==> src/rtl/tpp_pkg.sv <==
package tpp_pkg;

  // register indices; byte address is four times the index
  localparam logic [13:0] IDX_CTL0 = 14'hf20;
  localparam logic [13:0] IDX_CTL1 = 14'hf21;
  localparam logic [13:0] IDX_OVR = 14'hf27;
  localparam logic [13:0] IDX_SRC = 14'hf29;
  localparam logic [13:0] IDX_PER = 14'hf2a;
  localparam logic [13:0] IDX_DUTY0 = 14'hf2b;
  localparam logic [13:0] IDX_STAT = 14'hf31;

  // reset values
  localparam logic [7:0] CTL0_RST = 8'h00;
  localparam logic [7:0] CTL1_RST = 8'h00;
  localparam logic [5:0] OVR_RST = 6'h00;
  localparam logic [15:0] PER_RST = 16'h00ff;
  localparam logic [15:0] DUTY_RST = 16'h0000;

  // field layout
  localparam int OVR_W = 6;
  localparam int PAIRS = 3;
  localparam int STAT_RELEASED_BIT = 0;
  localparam int STAT_RUN_BIT = 1;
  localparam int STAT_DIR_BIT = 2;
  localparam int STAT_CNT_LSB = 16;

  typedef struct packed {
    logic outputs_off_release;
    logic output_override_select;
    logic align_center;
    logic rsvd4;
    logic converter_trigger_enable;
    logic rsvd2;
    logic ready;
    logic modulator_enable;
  } tpp_ctl0_t;

  typedef struct packed {
    logic [1:0] reload_interval;
    logic independent_mode_select;
    logic pair2_invert;
    logic pair1_invert;
    logic pair0_invert;
    logic [1:0] clock_divider_code;
  } tpp_ctl1_t;

  // counting direction of the master counter
  typedef enum logic {
    TPP_UP = 1'b0,
    TPP_DOWN = 1'b1
  } tpp_dir_t;

  // terminal count for a divide or interval code of 1, 2, 4 or 8
  function automatic logic [2:0] tpp_code_limit(input logic [1:0] code);
    case (code)
      2'h0: tpp_code_limit = 3'h0;
      2'h1: tpp_code_limit = 3'h1;
      2'h2: tpp_code_limit = 3'h3;
      default: tpp_code_limit = 3'h7;
    endcase
  endfunction

endpackage

==> src/rtl/tpp_pair_out.sv <==
`timescale 1ns/1ps
`default_nettype none

module tpp_pair_out #(
  parameter int CNT_W = 16
) (
  input wire logic core_clk,
  input wire logic sys_rst,
  input wire logic run,
  input wire logic indep,
  input wire logic invert,
  input wire logic ovr_sel,
  input wire logic ovr_hi,
  input wire logic ovr_lo,
  input wire logic [CNT_W-1:0] cnt,
  input wire logic [CNT_W-1:0] duty_hi,
  input wire logic [CNT_W-1:0] duty_lo,
  output logic pin_hi_q,
  output logic pin_lo_q
);

  logic act_hi;
  logic act_lo;
  logic off_hi;
  logic off_lo;

  ////////////////////////////////////////////////////////////////
  // compare, pairing and forcing
  always_comb begin
    act_hi = cnt < duty_hi;
    act_lo = indep ? (cnt < duty_lo) : ~act_hi;
    off_hi = ~run | (ovr_sel & ovr_hi);
    off_lo = ~run | (ovr_sel & ovr_lo);
  end

  ////////////////////////////////////////////////////////////////
  // polarity applied at pin
  always_ff @(posedge core_clk or posedge sys_rst) begin
    if (sys_rst) begin
      pin_hi_q <= 1'b0;
      pin_lo_q <= 1'b0;
    end else begin
      pin_hi_q <= (act_hi & ~off_hi) ^ invert;
      pin_lo_q <= (act_lo & ~off_lo) ^ invert;
    end
  end

endmodule

`default_nettype wire

==> src/rtl/tpp_pwm_ctrl.sv <==
// Added by the designer: the Wishbone slave port.
`timescale 1ns/1ps
`default_nettype none

module tpp_pwm_ctrl
  import tpp_pkg::*;
#(
  parameter int CNT_W = 16
) (
  input wire logic core_clk,
  input wire logic sys_rst,
  input wire logic wb_cyc_i,
  input wire logic wb_stb_i,
  input wire logic wb_we_i,
  input wire logic [15:0] wb_adr_i,
  input wire logic [3:0] wb_sel_i,
  input wire logic [31:0] wb_dat_i,
  output logic [31:0] wb_dat_o,
  output logic wb_ack_o,
  input wire logic external_count_input,
  output logic [OVR_W-1:0] pwm_out,
  output logic pwm_drive_en,
  output logic adc_trig_o
);

  tpp_ctl0_t ctl0_q;
  tpp_ctl1_t ctl1_q;
  logic [OVR_W-1:0] ovr_q;
  logic src_ext_q;
  logic [CNT_W-1:0] per_hold_q;
  logic [CNT_W-1:0] duty_hold_q [OVR_W];
  logic [CNT_W-1:0] per_work_q;
  logic [CNT_W-1:0] duty_work_q [OVR_W];
  logic [1:0] presc_work_q;
  logic [1:0] intv_work_q;
  logic released_q;
  logic [CNT_W-1:0] cnt_q;
  tpp_dir_t dir_q;
  logic [2:0] div_cnt_q;
  logic [2:0] prd_cnt_q;
  logic ext_prev_q;
  logic [13:0] widx;
  logic wr_acc;
  logic [31:0] rd_d;
  logic in_tick;
  logic presc_tick;
  logic period_end;
  logic reload_ev;
  logic run;
  logic [OVR_W-1:0] off_lvl;

  ////////////////////////////////////////////////////////////////
  // bus decode: a write lands on the edge that sees ack high
  assign widx = wb_adr_i[15:2];
  assign wr_acc = wb_cyc_i & wb_stb_i & wb_we_i & wb_ack_o;

  // ack one cycle after request, dropped the cycle after
  always_ff @(posedge core_clk or posedge sys_rst) begin
    if (sys_rst) begin
      wb_ack_o <= 1'b0;
      wb_dat_o <= 32'h00000000;
    end else begin
      wb_ack_o <= wb_cyc_i & wb_stb_i & ~wb_ack_o;
      wb_dat_o <= rd_d;
    end
  end

  // read mux, unmapped reads return zero
  always_comb begin
    rd_d = 32'h00000000;
    case (widx)
      IDX_CTL0: rd_d[7:0] = ctl0_q;
      IDX_CTL1: rd_d[7:0] = ctl1_q;
      IDX_OVR: rd_d[OVR_W-1:0] = ovr_q;
      IDX_SRC: rd_d[0] = src_ext_q;
      IDX_PER: rd_d[CNT_W-1:0] = per_hold_q;
      IDX_STAT: begin
        rd_d[STAT_RELEASED_BIT] = released_q;
        rd_d[STAT_RUN_BIT] = ctl0_q.modulator_enable;
        rd_d[STAT_DIR_BIT] = dir_q;
        rd_d[STAT_CNT_LSB +: CNT_W] = cnt_q;
      end
      default: begin
        for (int i = 0; i < OVR_W; i++) begin
          if (widx == 14'(IDX_DUTY0 + 14'(i))) begin
            rd_d[CNT_W-1:0] = duty_hold_q[i];
          end
        end
      end
    endcase
  end

  ////////////////////////////////////////////////////////////////
  // primary control register
  always_ff @(posedge core_clk or posedge sys_rst) begin
    if (sys_rst) begin
      ctl0_q <= CTL0_RST;
    end else if (wr_acc && widx == IDX_CTL0 && wb_sel_i[0]) begin
      ctl0_q <= wb_dat_i[7:0];
      if (ctl0_q.modulator_enable) begin
        ctl0_q.align_center <= ctl0_q.align_center;
      end
    end
  end

  // secondary control register holds the holding copies
  always_ff @(posedge core_clk or posedge sys_rst) begin
    if (sys_rst) begin
      ctl1_q <= CTL1_RST;
    end else if (wr_acc && widx == IDX_CTL1 && wb_sel_i[0]) begin
      ctl1_q <= wb_dat_i[7:0];
      if (ctl0_q.modulator_enable) begin
        ctl1_q.independent_mode_select <= ctl1_q.independent_mode_select;
      end
    end
  end

  // override bits, clock source, period holding
  always_ff @(posedge core_clk or posedge sys_rst) begin
    if (sys_rst) begin
      ovr_q <= OVR_RST;
      src_ext_q <= 1'b0;
      per_hold_q <= PER_RST;
    end else if (wr_acc) begin
      if (widx == IDX_OVR && wb_sel_i[0]) begin
        ovr_q <= wb_dat_i[OVR_W-1:0];
      end
      if (widx == IDX_SRC && wb_sel_i[0]) begin
        src_ext_q <= wb_dat_i[0];
      end
      if (widx == IDX_PER) begin
        for (int b = 0; b < CNT_W / 8; b++) begin
          if (wb_sel_i[b]) begin
            per_hold_q[b*8 +: 8] <= wb_dat_i[b*8 +: 8];
          end
        end
      end
    end
  end

  // duty holding registers, one per output
  always_ff @(posedge core_clk or posedge sys_rst) begin
    if (sys_rst) begin
      for (int i = 0; i < OVR_W; i++) begin
        duty_hold_q[i] <= DUTY_RST;
      end
    end else if (wr_acc) begin
      for (int i = 0; i < OVR_W; i++) begin
        if (widx == 14'(IDX_DUTY0 + 14'(i))) begin
          for (int b = 0; b < CNT_W / 8; b++) begin
            if (wb_sel_i[b]) begin
              duty_hold_q[i][b*8 +: 8] <= wb_dat_i[b*8 +: 8];
            end
          end
        end
      end
    end
  end

  ////////////////////////////////////////////////////////////////
  // input clock select and prescaler
  always_ff @(posedge core_clk or posedge sys_rst) begin
    if (sys_rst) begin
      ext_prev_q <= 1'b0;
    end else begin
      ext_prev_q <= external_count_input;
    end
  end

  assign in_tick = src_ext_q ? (external_count_input & ~ext_prev_q) : 1'b1;
  // divide by 1, 2, 4 or 8
  assign presc_tick = ctl0_q.modulator_enable & in_tick & (div_cnt_q == tpp_code_limit(presc_work_q));

  always_ff @(posedge core_clk or posedge sys_rst) begin
    if (sys_rst) begin
      div_cnt_q <= 3'h0;
    end else if (!ctl0_q.modulator_enable || presc_tick) begin
      div_cnt_q <= 3'h0;
    end else if (in_tick) begin
      div_cnt_q <= div_cnt_q + 3'h1;
    end
  end

  ////////////////////////////////////////////////////////////////
  // master counter: edge mode wraps, center mode runs up then down
  always_comb begin
    period_end = 1'b0;
    if (presc_tick) begin
      if (!ctl0_q.align_center || per_work_q == '0) begin
        period_end = cnt_q >= per_work_q;
      end else begin
        period_end = (dir_q == TPP_DOWN) && (cnt_q <= {{(CNT_W-1){1'b0}}, 1'b1});
      end
    end
  end

  // counter held at zero while disabled
  always_ff @(posedge core_clk or posedge sys_rst) begin
    if (sys_rst) begin
      cnt_q <= '0;
      dir_q <= TPP_UP;
    end else if (!ctl0_q.modulator_enable) begin
      cnt_q <= '0;
      dir_q <= TPP_UP;
    end else if (period_end) begin
      cnt_q <= '0;
      dir_q <= TPP_UP;
    end else if (presc_tick) begin
      case (dir_q)
        TPP_UP: begin
          if (ctl0_q.align_center && cnt_q >= per_work_q) begin
            dir_q <= TPP_DOWN;
            cnt_q <= cnt_q - 1'b1;
          end else begin
            cnt_q <= cnt_q + 1'b1;
          end
        end
        TPP_DOWN: cnt_q <= cnt_q - 1'b1;
        default: dir_q <= TPP_UP;
      endcase
    end
  end

  ////////////////////////////////////////////////////////////////
  // reload after 1, 2, 4 or 8 periods
  assign reload_ev = period_end & (prd_cnt_q >= tpp_code_limit(intv_work_q));

  always_ff @(posedge core_clk or posedge sys_rst) begin
    if (sys_rst) begin
      prd_cnt_q <= 3'h0;
      intv_work_q <= 2'h0;
    end else if (!ctl0_q.modulator_enable) begin
      prd_cnt_q <= 3'h0;
    end else if (period_end) begin
      prd_cnt_q <= reload_ev ? 3'h0 : prd_cnt_q + 3'h1;
      intv_work_q <= ctl1_q.reload_interval;
    end
  end

  // one transfer when ready; else unchanged
  always_ff @(posedge core_clk or posedge sys_rst) begin
    if (sys_rst) begin
      per_work_q <= PER_RST;
      presc_work_q <= 2'h0;
      for (int i = 0; i < OVR_W; i++) begin
        duty_work_q[i] <= DUTY_RST;
      end
    end else if (reload_ev && ctl0_q.ready) begin
      per_work_q <= per_hold_q;
      presc_work_q <= ctl1_q.clock_divider_code;
      for (int i = 0; i < OVR_W; i++) begin
        duty_work_q[i] <= duty_hold_q[i];
      end
    end
  end

  ////////////////////////////////////////////////////////////////
  // drop at once; regain at reload
  always_ff @(posedge core_clk or posedge sys_rst) begin
    if (sys_rst) begin
      released_q <= 1'b0;
    end else if (!ctl0_q.outputs_off_release) begin
      released_q <= 1'b0;
    end else if (reload_ev) begin
      released_q <= 1'b1;
    end
  end

  assign run = ctl0_q.modulator_enable & released_q & ctl0_q.outputs_off_release;

  always_ff @(posedge core_clk or posedge sys_rst) begin
    if (sys_rst) begin
      pwm_drive_en <= 1'b0;
      adc_trig_o <= 1'b0;
    end else begin
      pwm_drive_en <= ctl0_q.modulator_enable;
      // trigger pulse gated by enable bit
      adc_trig_o <= period_end & ctl0_q.converter_trigger_enable;
    end
  end

  ////////////////////////////////////////////////////////////////
  // output stage, one per pair
  logic [PAIRS-1:0] pol;
  assign pol = {ctl1_q.pair2_invert, ctl1_q.pair1_invert, ctl1_q.pair0_invert};

  for (genvar k = 0; k < PAIRS; k++) begin : g_pair
    tpp_pair_out #(
      .CNT_W(CNT_W)
    ) u_pair (
      .core_clk(core_clk),
      .sys_rst(sys_rst),
      .run(run),
      .indep(ctl1_q.independent_mode_select),
      .invert(pol[k]),
      .ovr_sel(ctl0_q.output_override_select),
      .ovr_hi(ovr_q[2*k]),
      .ovr_lo(ovr_q[2*k+1]),
      .cnt(cnt_q),
      .duty_hi(duty_work_q[2*k]),
      .duty_lo(duty_work_q[2*k+1]),
      .pin_hi_q(pwm_out[2*k]),
      .pin_lo_q(pwm_out[2*k+1])
    );
    assign off_lvl[2*k] = pol[k];
    assign off_lvl[2*k+1] = pol[k];
  end
endmodule

`default_nettype wire

==> config.mk <==
export PLATFORM = sky130hd
export DESIGN_NAME = tpp_pwm_ctrl
export DESIGN_NICKNAME = d
export VERILOG_FILES = /design/src/rtl/tpp_pkg.sv /design/src/rtl/tpp_pair_out.sv /design/src/rtl/tpp_pwm_ctrl.sv
export SDC_FILE = /design/constraint.sdc
export NUM_CORES = 1
export LEC_CHECK = 0
export CAP_MARGIN = 0
export CORE_MARGIN = 2
export CORE_UTILIZATION = 37
export CTS_CLUSTER_DIAMETER = 40
export DETAILED_ROUTE_END_ITERATION = 8
export DONT_BUFFER_PORTS = 1
export PLACE_DENSITY = 0.58
export SLEW_MARGIN = 20
export SYNTH_ARGS = -nofsm -noshare
export SYNTH_HDL_FRONTEND = slang
export SYNTH_SLANG_ARGS = --single-unit
==> constraint.sdc <==
create_clock -name core_clk -period 11.75 [get_ports core_clk]
set_clock_uncertainty 0.2 [all_clocks]
set_input_delay 2.35 -clock core_clk [delete_from_list [all_inputs] [get_ports core_clk]]
set_output_delay 2.35 -clock core_clk [all_outputs]
set_load 0.05 [all_outputs]
==> out/metrics.csv, run 1 <==
metric,value,unit
synth_enable_flop_cells,0,
p_sw_share,22.97,%
grt_pass1_vias,11380,
synth_largest_area_cell,dfrtp_1,
synth_top_family_by_area,multiplexers,
synthArstFlopShare,100.0,%
setup.worst_path.end_class,flip-flop,
hpwl,30.59,mm
fin_util,42.66,%
htree_num_levels,2,
syn_area,16330,um2
hold_class,flip-flop to flip-flop,
synthToLayoutAreaGrowth,13.28,%
worst_pin_slew,1070,ps
rows,76,
arrival,5290,ps
hold_start,duty_work_q[59]$_DFFE_PP0P_,
ys.flop_type,dfrtp_1,
dieHeight,214.1,um
muxShareOfSynthArea,19.49,%
yosysUniqueCellTypes,71,
numCtsBuffers,45,
drtIter0Drc,751,
first_pass_iters,6,
grt.overflow.total,0,
p_per_area,134.5,nW/um2
synthSimpleGateAreaFrac,8.504,%
p_int,0.001916,W
setup_viol,0,
grtUsageTotal,19.62,%
relSlewSlack,28.57,%
synthAdderAreaFrac,8.734,%
totalPowerFinal,0.002488,W
netSwitchingPower,0.0005714,W
final_layout_size_suffix_gt1_share,27.62,%
synth_common_cells,"dfrtp_1, mux2_2, inv_1",
cts_root_buf,clkbuf_16,
wire_per_inst,22.28,um
synthCells,1361,
grt_pass1_wl,68.98,mm
seqPwrFrac,44.0,%
synth.area.top_cells,"dfrtp_1, mux2_2, ha_1",
cts_tree,built,
crit_type,input port to flip-flop,
finalCriticalPeriod,5056,ps
final.setup.tns,0,ps
yosysSeqAreaShare,48.70,%
avgSynthCellArea,12.00,um2
slew_viol_final,0,
synth_top_area_share,46.12,%
yosys_warnings,0,
status,finished clean,
grt_max_degree,110,
pwr-share-comb,1.0,%
crit_fanout,17,
worst_r2r_endpoint,duty_work_q[74]$_DFFE_PP0P_,
postCtsHoldBufs,0,
vias,10880,
maxCapViolations,0,
worst-r2r-setup-slack,6950,ps
r2r_cells,11,
io_buffer_count,0,
clock_sinks,317,
io_pins,99,
required,11990,ps
synth_compound_area_share,9.424,%
cp-endpoint,duty_hold_q[62]$_DFFE_PP0P_,
clock.fmax,197.8,MHz
yosys_register_bits,317,
antenna_found_initial,3,
die_w,214.1,um
initial_core_util,37.66,%
ir_drop,0.09847,mV
post_cts_resized,0,
clockBufferDepth,3,
drt_wl_total,44.51,mm
final_cell_area,18500,um2
startpoint_type,input port,
syn_nets,1533,
clk_pin_slew,60,ps
dieArea,45830,um2
nets,1548,
total_leakage_power,8.934,nW
rsz0062_at_grt,false,
clkPwrFrac,55.0,%
yosys.area_share.xor_xnor,0.4827,%
timing.rr.start,cnt_q[0]$_DFFE_PP0P_,
synth.most_common_cell,dfrtp_1,
cts_setup_buffers,0,
clock_latency,580,ps
period_share,43.03,%
place_area,16970,um2
routabilityCongestion,0.8035,
coreArea,43360,um2
nFillCells,4083,
ant_nets,0,
setup.worst_path.start,wb_adr_i[6],
drc,0,
hold_viol,0,
via_per_inst,5.447,
==> per-stage QoR <==
| step | cells | setup WS (ps) | hold slack (ps) |
|---|---|---|---|
| 6_report | 1998 | 6694 | 302.8 |
| 3_5_place_dp | 1914 | 5888 | 289.0 |
| 2_1_floorplan | 1361 | 455.3 | 229.4 |
| 3_3_place_gp | 1914 | 5906 | 289.7 |
| 4_1_cts | 1997 | 6470 | 306.1 |
| 5_1_grt | 1997 | 6586 | 314.1 |
==> worst min-delay path by stage <==
stage,endpoint,depth (start not counted)
2_1_floorplan,pwm_drive_en$_DFF_PP0_,0
3_3_place_gp,duty_work_q[80]$_DFFE_PP0P_,1
3_5_place_dp,duty_work_q[80]$_DFFE_PP0P_,1
4_1_cts,duty_work_q[85]$_DFFE_PP0P_,1
5_1_grt,ctl0_q[2]$_DFFE_PP0P_,1
6_report,duty_work_q[59]$_DFFE_PP0P_,1
==> per-layer routing <==
layer / vias to the layer above / global-route usage [%] / wire (um)
li1: 4958 / - / -
met1: 5539 / 25.39 / 19320
met2: 293 / 32.53 / 21120
met3: 94 / 3.574 / 2499
met4: 0 / 7.917 / 1576
met5: - / 0 / 0
==> cells by family after synthesis <==
group	count (synthesis)
AO/OA/AOI/OAI	219
XOR/XNOR	9
adder cells (fa/ha/maj)	114
buffers and inverters	178
flip-flops	317
multiplexers	265
AND/OR/NAND/NOR	259
==> critical path, stage by stage <==
cell	delay, ps
or4b_2	710
nor3_1	460
nor2b_1	200
buf_4	310
nor2b_1	820
mux2_2	410
==> sequential cells by signal, summed over array words and instances, names as in the netlist, 6 cells and up <==
| signal | cells |
|---|---|
| wb_dat_o | 32 |
| duty_work_q | 96 |
| ovr_q | 6 |
| per_work_q | 16 |
| ctl0_q | 8 |
| ctl1_q | 8 |
| cnt_q | 16 |
| duty_hold_q | 96 |
| per_hold_q | 16 |
==> cells in the final DEF, fill, tap and decap left out, types with 6 or more instances in the layout <==
cell type  instances
a21oi_1           55
a21o_1            17
inv_6              8
mux2i_1           15
nand4_1           14
nand3b_1           6
buf_4             22
nand2_1           59
nor2_1            48
nor3b_1            6
a222oi_1          18
and2_1            22
nor2b_1            7
and4_1             7
o21ai_0           32
o211ai_1           8
inv_1            122
nor4_1             7
a22oi_1           27
mux2_2           192
ha_1             114
mux2_4            58
dfstp_2           16
a211oi_1           8
nand3_1           21
nand2b_1           7
clkbuf_16         47
or3_1              7
nor3_1            16
clkinv_4           6
dfrtp_1          301
==> power groups by stage <==
stage	Combinational (W)	Clock (W)	Sequential, W
2_1_floorplan	0.0000206	0	0.00111
3_3_place_gp	0.0000268	0	0.00111
3_5_place_dp	0.0000272	0	0.00111
4_1_cts	0.0000272	0.00140	0.00109
5_1_grt	0.0000303	0.00144	0.00109
6_report	0.0000253	0.00137	0.00109
==> area by class of cell <==
cell class	instances	area, um2	share of cell area (%)
clock inverters	30	315.3	1.704
multi-input cells	866	7642	41.31
inverters	123	469.2	2.536
repair buffers	23	176.4	0.9537
flip-flops and latches	317	7953	42.99
diodes	1	2.502	0.01353
clock buffers	53	1209	6.534
well taps	585	732.0	3.957
Note: power is estimated with default switching activity, not from simulation.
==> run 2: changes to the inputs <==
- clock period: 11.75 -> 4.1 ns (I/O delays scaled with it)
==> run 2 against run 1 <==
Compared with the run above:
- final cell count increased by 1.8%
- setup slack got worse by 6300 ps
- global-route usage up 0.16 points
- final area grew 2.3%
- first-iteration DRC count is 25% higher
- flip-flop and latch count unchanged
- sequential share of layout area decreased by 0.97 points
- die area is the same
- utilization rose by 0.99 points
- count of clock-buffer cells in the layout up 1
- clock power grew to 3.1 times the previous value
- critical endpoint is now duty_work_q[20]$_DFFE_PP0P_
- largest cell class unchanged
==> out/metrics.csv, run 2 (synthesis results as in run 1) <==
metric,value,unit,change
status,finished clean,,
ant_nets,0,,unchanged
die_w,214.1,um,unchanged
cts_root_buf,clkbuf_16,,
io_buffer_count,0,,unchanged
final_cells,2034,,+1.8%
grt.overflow.total,0,,unchanged
dieArea,45830,um2,unchanged
whs,73.57,ps,-229.2 ps
dieHeight,214.1,um,unchanged
antenna_found_initial,0,,-3
nets,1583,,+2.3%
hold_viol,0,,unchanged
routabilityCongestion,0.8255,,+2.7%
rows,76,,unchanged
drt_wl_total,44.86,mm,+0.79%
grt_max_degree,91,,-17%
worst_pin_slew,993.9,ps,-76.32 ps
post_cts_resized,0,,unchanged
finalCriticalPeriod,3755,ps,
grt_pass1_vias,11210,,-1.5%
clk_pin_slew,60,ps,about the same
fin_util,43.65,%,+0.99 points
hpwl,31.66,mm,+3.5%
cts_tree,built,,
mostFrequentLayoutCell,dfrtp_1,,
clock_sinks,317,,unchanged
ir_drop,0.2552,mV,+160%
clock.fmax,266.3,MHz,
maxCapViolations,0,,unchanged
dpl.cell_count,1946,,+1.7%
grtUsageTotal,19.78,%,+0.16 points
clockBufferDepth,3,,unchanged
required,4350,ps,-7640 ps
reg.largest.list,"duty_hold_q (96), duty_work_q (96), wb_dat_o (32)",,
setup.worst_path.end_class,flip-flop,,
grt_pass1_wl,69.11,mm,+0.19%
total_leakage_power,9.182,nW,+2.8%
final_layout_size_suffix_gt1_share,29.21,%,+1.6 points
clock_latency,580,ps,about the same
startpoint_type,flip-flop,,
vias,10920,,+0.32%
arrival,4000,ps,-1290 ps
slew_viol_final,0,,unchanged
crit_fanout,39,,+22
wire_per_inst,22.06,um,-1.0%
relSlewSlack,33.74,%,+5.2 points
initial_core_util,37.66,%,unchanged
synthToLayoutAreaGrowth,15.91,%,
first_pass_iters,6,,unchanged
hold_class,input port to flip-flop,,
crit_type,flip-flop to flip-flop,,
htree_num_levels,2,,unchanged
via_per_inst,5.368,,-1.5%
p_per_area,391.1,nW/um2,+190%
io_pins,99,,unchanged
rsz0062_at_grt,false,,
setup_viol,0,,unchanged
coreArea,43360,um2,unchanged
period_share,91.59,%,
drtIter0Drc,937,,+25%
layout_common_cells,"dfrtp_1, mux2_2, inv_1",,
drc,0,,unchanged
totalPowerFinal,0.007402,W,+200%
numCtsBuffers,47,,+4.4%
==> run 2: cell types whose count changed in the layout (fill, tap and decap cells not counted), sizes merged <==
cell | previous run | this run
dlygate4sd3 | 0 | 1
clkinv | 10 | 13
inv | 135 | 129
bufinv | 3 | 6
clkinvlp | 5 | 7
buf | 23 | 55
clkbuf | 53 | 54
==> run 2: final cells by class <==
cell class                 instances  area (um2)
multi-input combinational        866        7635
timing repair buffer              56       498.0
sequential                       317        7953
clock inverter                    32       399.1
antenna                            1       2.502
tap                              585       732.0
clock buffer                      54        1244
inverter                         123       465.4
fill                            4000       24430
==> run 2: where the power goes <==
part           total (W)  switching, W  internal [W]
Sequential       0.00314    0.00000263       0.00313
Combinational  0.0000817     0.0000680     0.0000137
Clock            0.00419       0.00159       0.00260
Total            0.00740       0.00166       0.00574
==> run 2: worst max-delay path, cell delays in order (launching register included) <==
cell and delay, ps:
dfrtp_1 420, or4_4 570, or3_4 350, or3_4 370, o211ai_4 250, nand3b_4 210, or3b_4 610, buf_12 290
mux2_4 320
==> run 2: path summary, 6_finish.rpt <==
check | depth (start not counted) | slack [ps] | to | start
max | 8 | 340 | duty_work_q[20]$_DFFE_PP0P_ | cnt_q[6]$_DFFE_PP0P_
min | 0 | 70 | ext_prev_q$_DFF_PP0_ | external_count_input
max reg2reg | 8 | 340 | duty_work_q[20]$_DFFE_PP0P_ | cnt_q[6]$_DFFE_PP0P_
min reg2reg | 1 | 300 | duty_work_q[80]$_DFFE_PP0P_ | duty_work_q[80]$_DFFE_PP0P_
max in group asynchronous | 3 | 2320 | duty_work_q[95]$_DFFE_PP0P_ | sys_rst
min in group asynchronous | 2 | 540 | duty_work_q[0]$_DFFE_PP0P_ | sys_rst
==> run 2: timing repair <==
action,in CTS,in global routing
buffers inserted,0,0
hold endpoints to repair,9,0
hold buffers,1,0
==> run 2: metal layers <==
layer	global-route usage [%]	share of wire (%)	up-vias
met5	0	0	-
met4	9.491	4.2	0
met3	3.390	5.0	94
met2	31.34	46	288
met1	26.39	45	5494
li1	-	-	5043
==> run 2: per-stage QoR <==
stage	area (um2)	setup TNS, ps	setup slack [ps]
2_1_floorplan	16330	-340660	-1132
3_3_place_gp	17270	0	371.2
3_5_place_dp	17270	0	362.9
4_1_cts	18930	0	338.4
5_1_grt	18930	0	207.2
6_report	18930	0	344.9
==> run 3: changes to the inputs <==
==> constraint.sdc (replaced) <==
create_clock -name core_clk -period 4.1 [get_ports core_clk]
set_clock_uncertainty 0.2 [all_clocks]
set_input_delay 0.41 -clock core_clk [delete_from_list [all_inputs] [get_ports core_clk]]
set_output_delay 0.41 -clock core_clk [all_outputs]
set_load 0.05 [all_outputs]
==> run 3 against run 2 <==
Compared with the run above:
- total power is 2.6% higher
- final cell count is 0.84% higher
- utilization is 0.52 points higher
- sequential share of layout area is 0.50 points lower
- critical endpoint is now duty_work_q[50]$_DFFE_PP0P_
- setup slack better by 29 ps
- fmax is 0.77% higher
==> out/metrics.csv, run 3 (synthesis results as in run 1) <==
metric,value,unit,change
crit_type,flip-flop to flip-flop,,
mostFrequentLayoutCell,dfrtp_1,,
r2r_cells,8,,unchanged
relSlewSlack,35.59,%,+1.8 points
netSwitchingPower,0.001702,W,+2.5%
post_cts_resized,0,,unchanged
setup.worst_path.start,cnt_q[7]$_DFFE_PP0P_,,
setup_viol,0,,unchanged
timing.rr.start,cnt_q[7]$_DFFE_PP0P_,,
crit_fanout,34,,-13%
worst_slack,373.4,ps,+28.54 ps
first_pass_iters,5,,-1
cts_tree,built,,
period_share,90.89,%,-0.70 points
arrival,4000,ps,about the same
hpwl,31.61,mm,-0.14%
clock_sinks,317,,unchanged
p_sw_share,22.40,%,about the same
dieHeight,214.1,um,unchanged
coreArea,43360,um2,unchanged
drc,0,,unchanged
required,4370,ps,+20 ps
cp-endpoint,duty_work_q[50]$_DFFE_PP0P_,,
layout_common_cells,"dfrtp_1, mux2_2, inv_1",,
pre_cts_slack,399.9,ps,+37.04 ps
clock_latency,600,ps,+20 ps
totalPowerFinal,0.007597,W,+2.6%
final_layout_size_suffix_gt1_share,28.46,%,-0.75 points
clock.fmax,268.3,MHz,+0.77%
total_leakage_power,9.254,nW,+0.78%
setup.worst_path.end_class,flip-flop,,
die_w,214.1,um,unchanged
finalCriticalPeriod,3727,ps,-28.54 ps
dieArea,45830,um2,unchanged
via_per_inst,5.389,,+0.38%
seq_area,7953,um2,unchanged
routabilityCongestion,0.8527,,+3.3%
io_buffer_count,0,,unchanged
worst-r2r-setup-slack,370,ps,+30 ps
grt.overflow.total,0,,unchanged
wire_per_inst,22.02,um,-0.16%
grt_pass1_wl,69.43,mm,+0.47%
slew_viol_final,0,,unchanged
met1_usage,26.19,%,-0.19 points
initial_core_util,37.66,%,unchanged
nFillCells,4044,,+1.1%
grtUsageMet2,32.32,%,+0.97 points
clockBufferDepth,3,,unchanged
numCtsBuffers,49,,+4.3%
cts_root_buf,clkbuf_16,,
multiInputGateArea,7635,um2,unchanged
ant_nets,0,,unchanged
vias,11050,,+1.2%
reg.largest.list,"duty_hold_q (96), duty_work_q (96), wb_dat_o (32)",,
drt_wl_total,45.17,mm,+0.68%
ir_drop,0.2902,mV,+14%
use_met3,3.376,%,-0.014 points
worst_r2r_endpoint,duty_work_q[50]$_DFFE_PP0P_,,
grt_pass1_vias,11350,,+1.2%
hold_viol,0,,unchanged
p_per_area,396.6,nW/um2,+1.4%
clk_pin_slew,50,ps,about the same
synthToLayoutAreaGrowth,17.29,%,
drtIter0Drc,781,,-17%
nets,1597,,+0.88%
grtUsageTotal,19.85,%,+0.061 points
fin_util,44.17,%,+0.52 points
antenna_found_initial,2,,+2
maxCapViolations,0,,unchanged
seqPwrFrac,41.3,%,-1.1 points
status,finished clean,,
startpoint_type,flip-flop,,
rsz0062_at_grt,false,,
rows,76,,unchanged
pwr-share-comb,1.6,%,+0.5 points
clkPwrFrac,57.1,%,+0.6 points
htree_num_levels,2,,unchanged
grt_max_degree,108,,+19%
p_int,0.005895,W,+2.7%
hold_class,input port to flip-flop,,
worst_pin_slew,966.2,ps,-27.72 ps
grt.busiest_layer,met2,,
hold_start,wb_adr_i[2],,
io_pins,99,,unchanged
## run 3: cell types whose count changed in the layout (fill, tap and decap cells not counted), moves of 2 or more
cell,previous run,this run
dlygate4sd3_1,1,23
buf_4,49,40
clkbuf_8,2,9
inv_8,4,0
clkinv_4,7,4
inv_6,3,6
clkbuf_16,48,50
clkinv_2,5,3
clkinvlp_4,7,9
## run 3: how the worst min path moves through the flow
stage / to / cells past startpoint / slack (ps)
final: wb_dat_o[1]$_DFF_PP0_ / 4 / 40
after global placement: ext_prev_q$_DFF_PP0_ / 0 / 240
after CTS: wb_dat_o[1]$_DFF_PP0_ / 4 / 9
after floorplan: pwm_drive_en$_DFF_PP0_ / 0 / 230
after detailed placement: ext_prev_q$_DFF_PP0_ / 0 / 240
after global routing: src_ext_q$_DFFE_PP0P_ / 3 / 50
## run 3: critical path: stages (launching register included)
cell and delay [ps]:
dfrtp_1 420, or4_4 550, or3_4 350, or3_4 370
o211ai_4 260, nand3b_4 200, or3b_4 600, buf_12 280
mux2_4 320
## run 3: routing by layer
| metal | wire length, um | vias up | part of all wire, % |
|---|---|---|---|
| met4 | 1638 | 2 | 3.6 |
| met3 | 2292 | 91 | 5.1 |
| met1 | 19950 | 5602 | 44 |
| met2 | 21270 | 298 | 47 |
| met5 | 13 | - | 0.029 |
| li1 | - | 5059 | - |
## run 3: cell type report
class                   count  area share (%)
clock buffers              64           7.277
inverters                 123           2.430
clock inverters            27           1.790
multi-input cells         866           39.86
repair buffers             68           3.292
flip-flops and latches    317           41.52
well taps                 585           3.821
diodes                      1         0.01306
## run 3: metrics by stage
stage	instance area, um2	TNS (ps)	cells	hold WS (ps)
6_report	19150	0	2051	42.25
5_1_grt	19150	0	2050	48.78
4_1_cts	19150	0	2050	9.095
3_5_place_dp	17190	0	1936	241.6
3_3_place_gp	17190	0	1936	241.6
2_1_floorplan	16330	-217250	1361	229.4
## run 3: power by group through the flow
stage | clock network [W] | logic [W] | registers [W]
after floorplan | 0 | 0.0000595 | 0.00319
after global placement | 0 | 0.0000799 | 0.00319
after detailed placement | 0 | 0.0000808 | 0.00319
after CTS | 0.00440 | 0.000127 | 0.00314
after global routing | 0.00454 | 0.000139 | 0.00313
final | 0.00434 | 0.000123 | 0.00314
## run 3: timing repair
| action | CTS | global route |
|---|---|---|
| endpoints found under the setup margin | 0 | 0 |
| hold buffers | 23 | 0 |
| hold endpoints to repair | 170 | 0 |
| setup buffers | 0 | 0 |
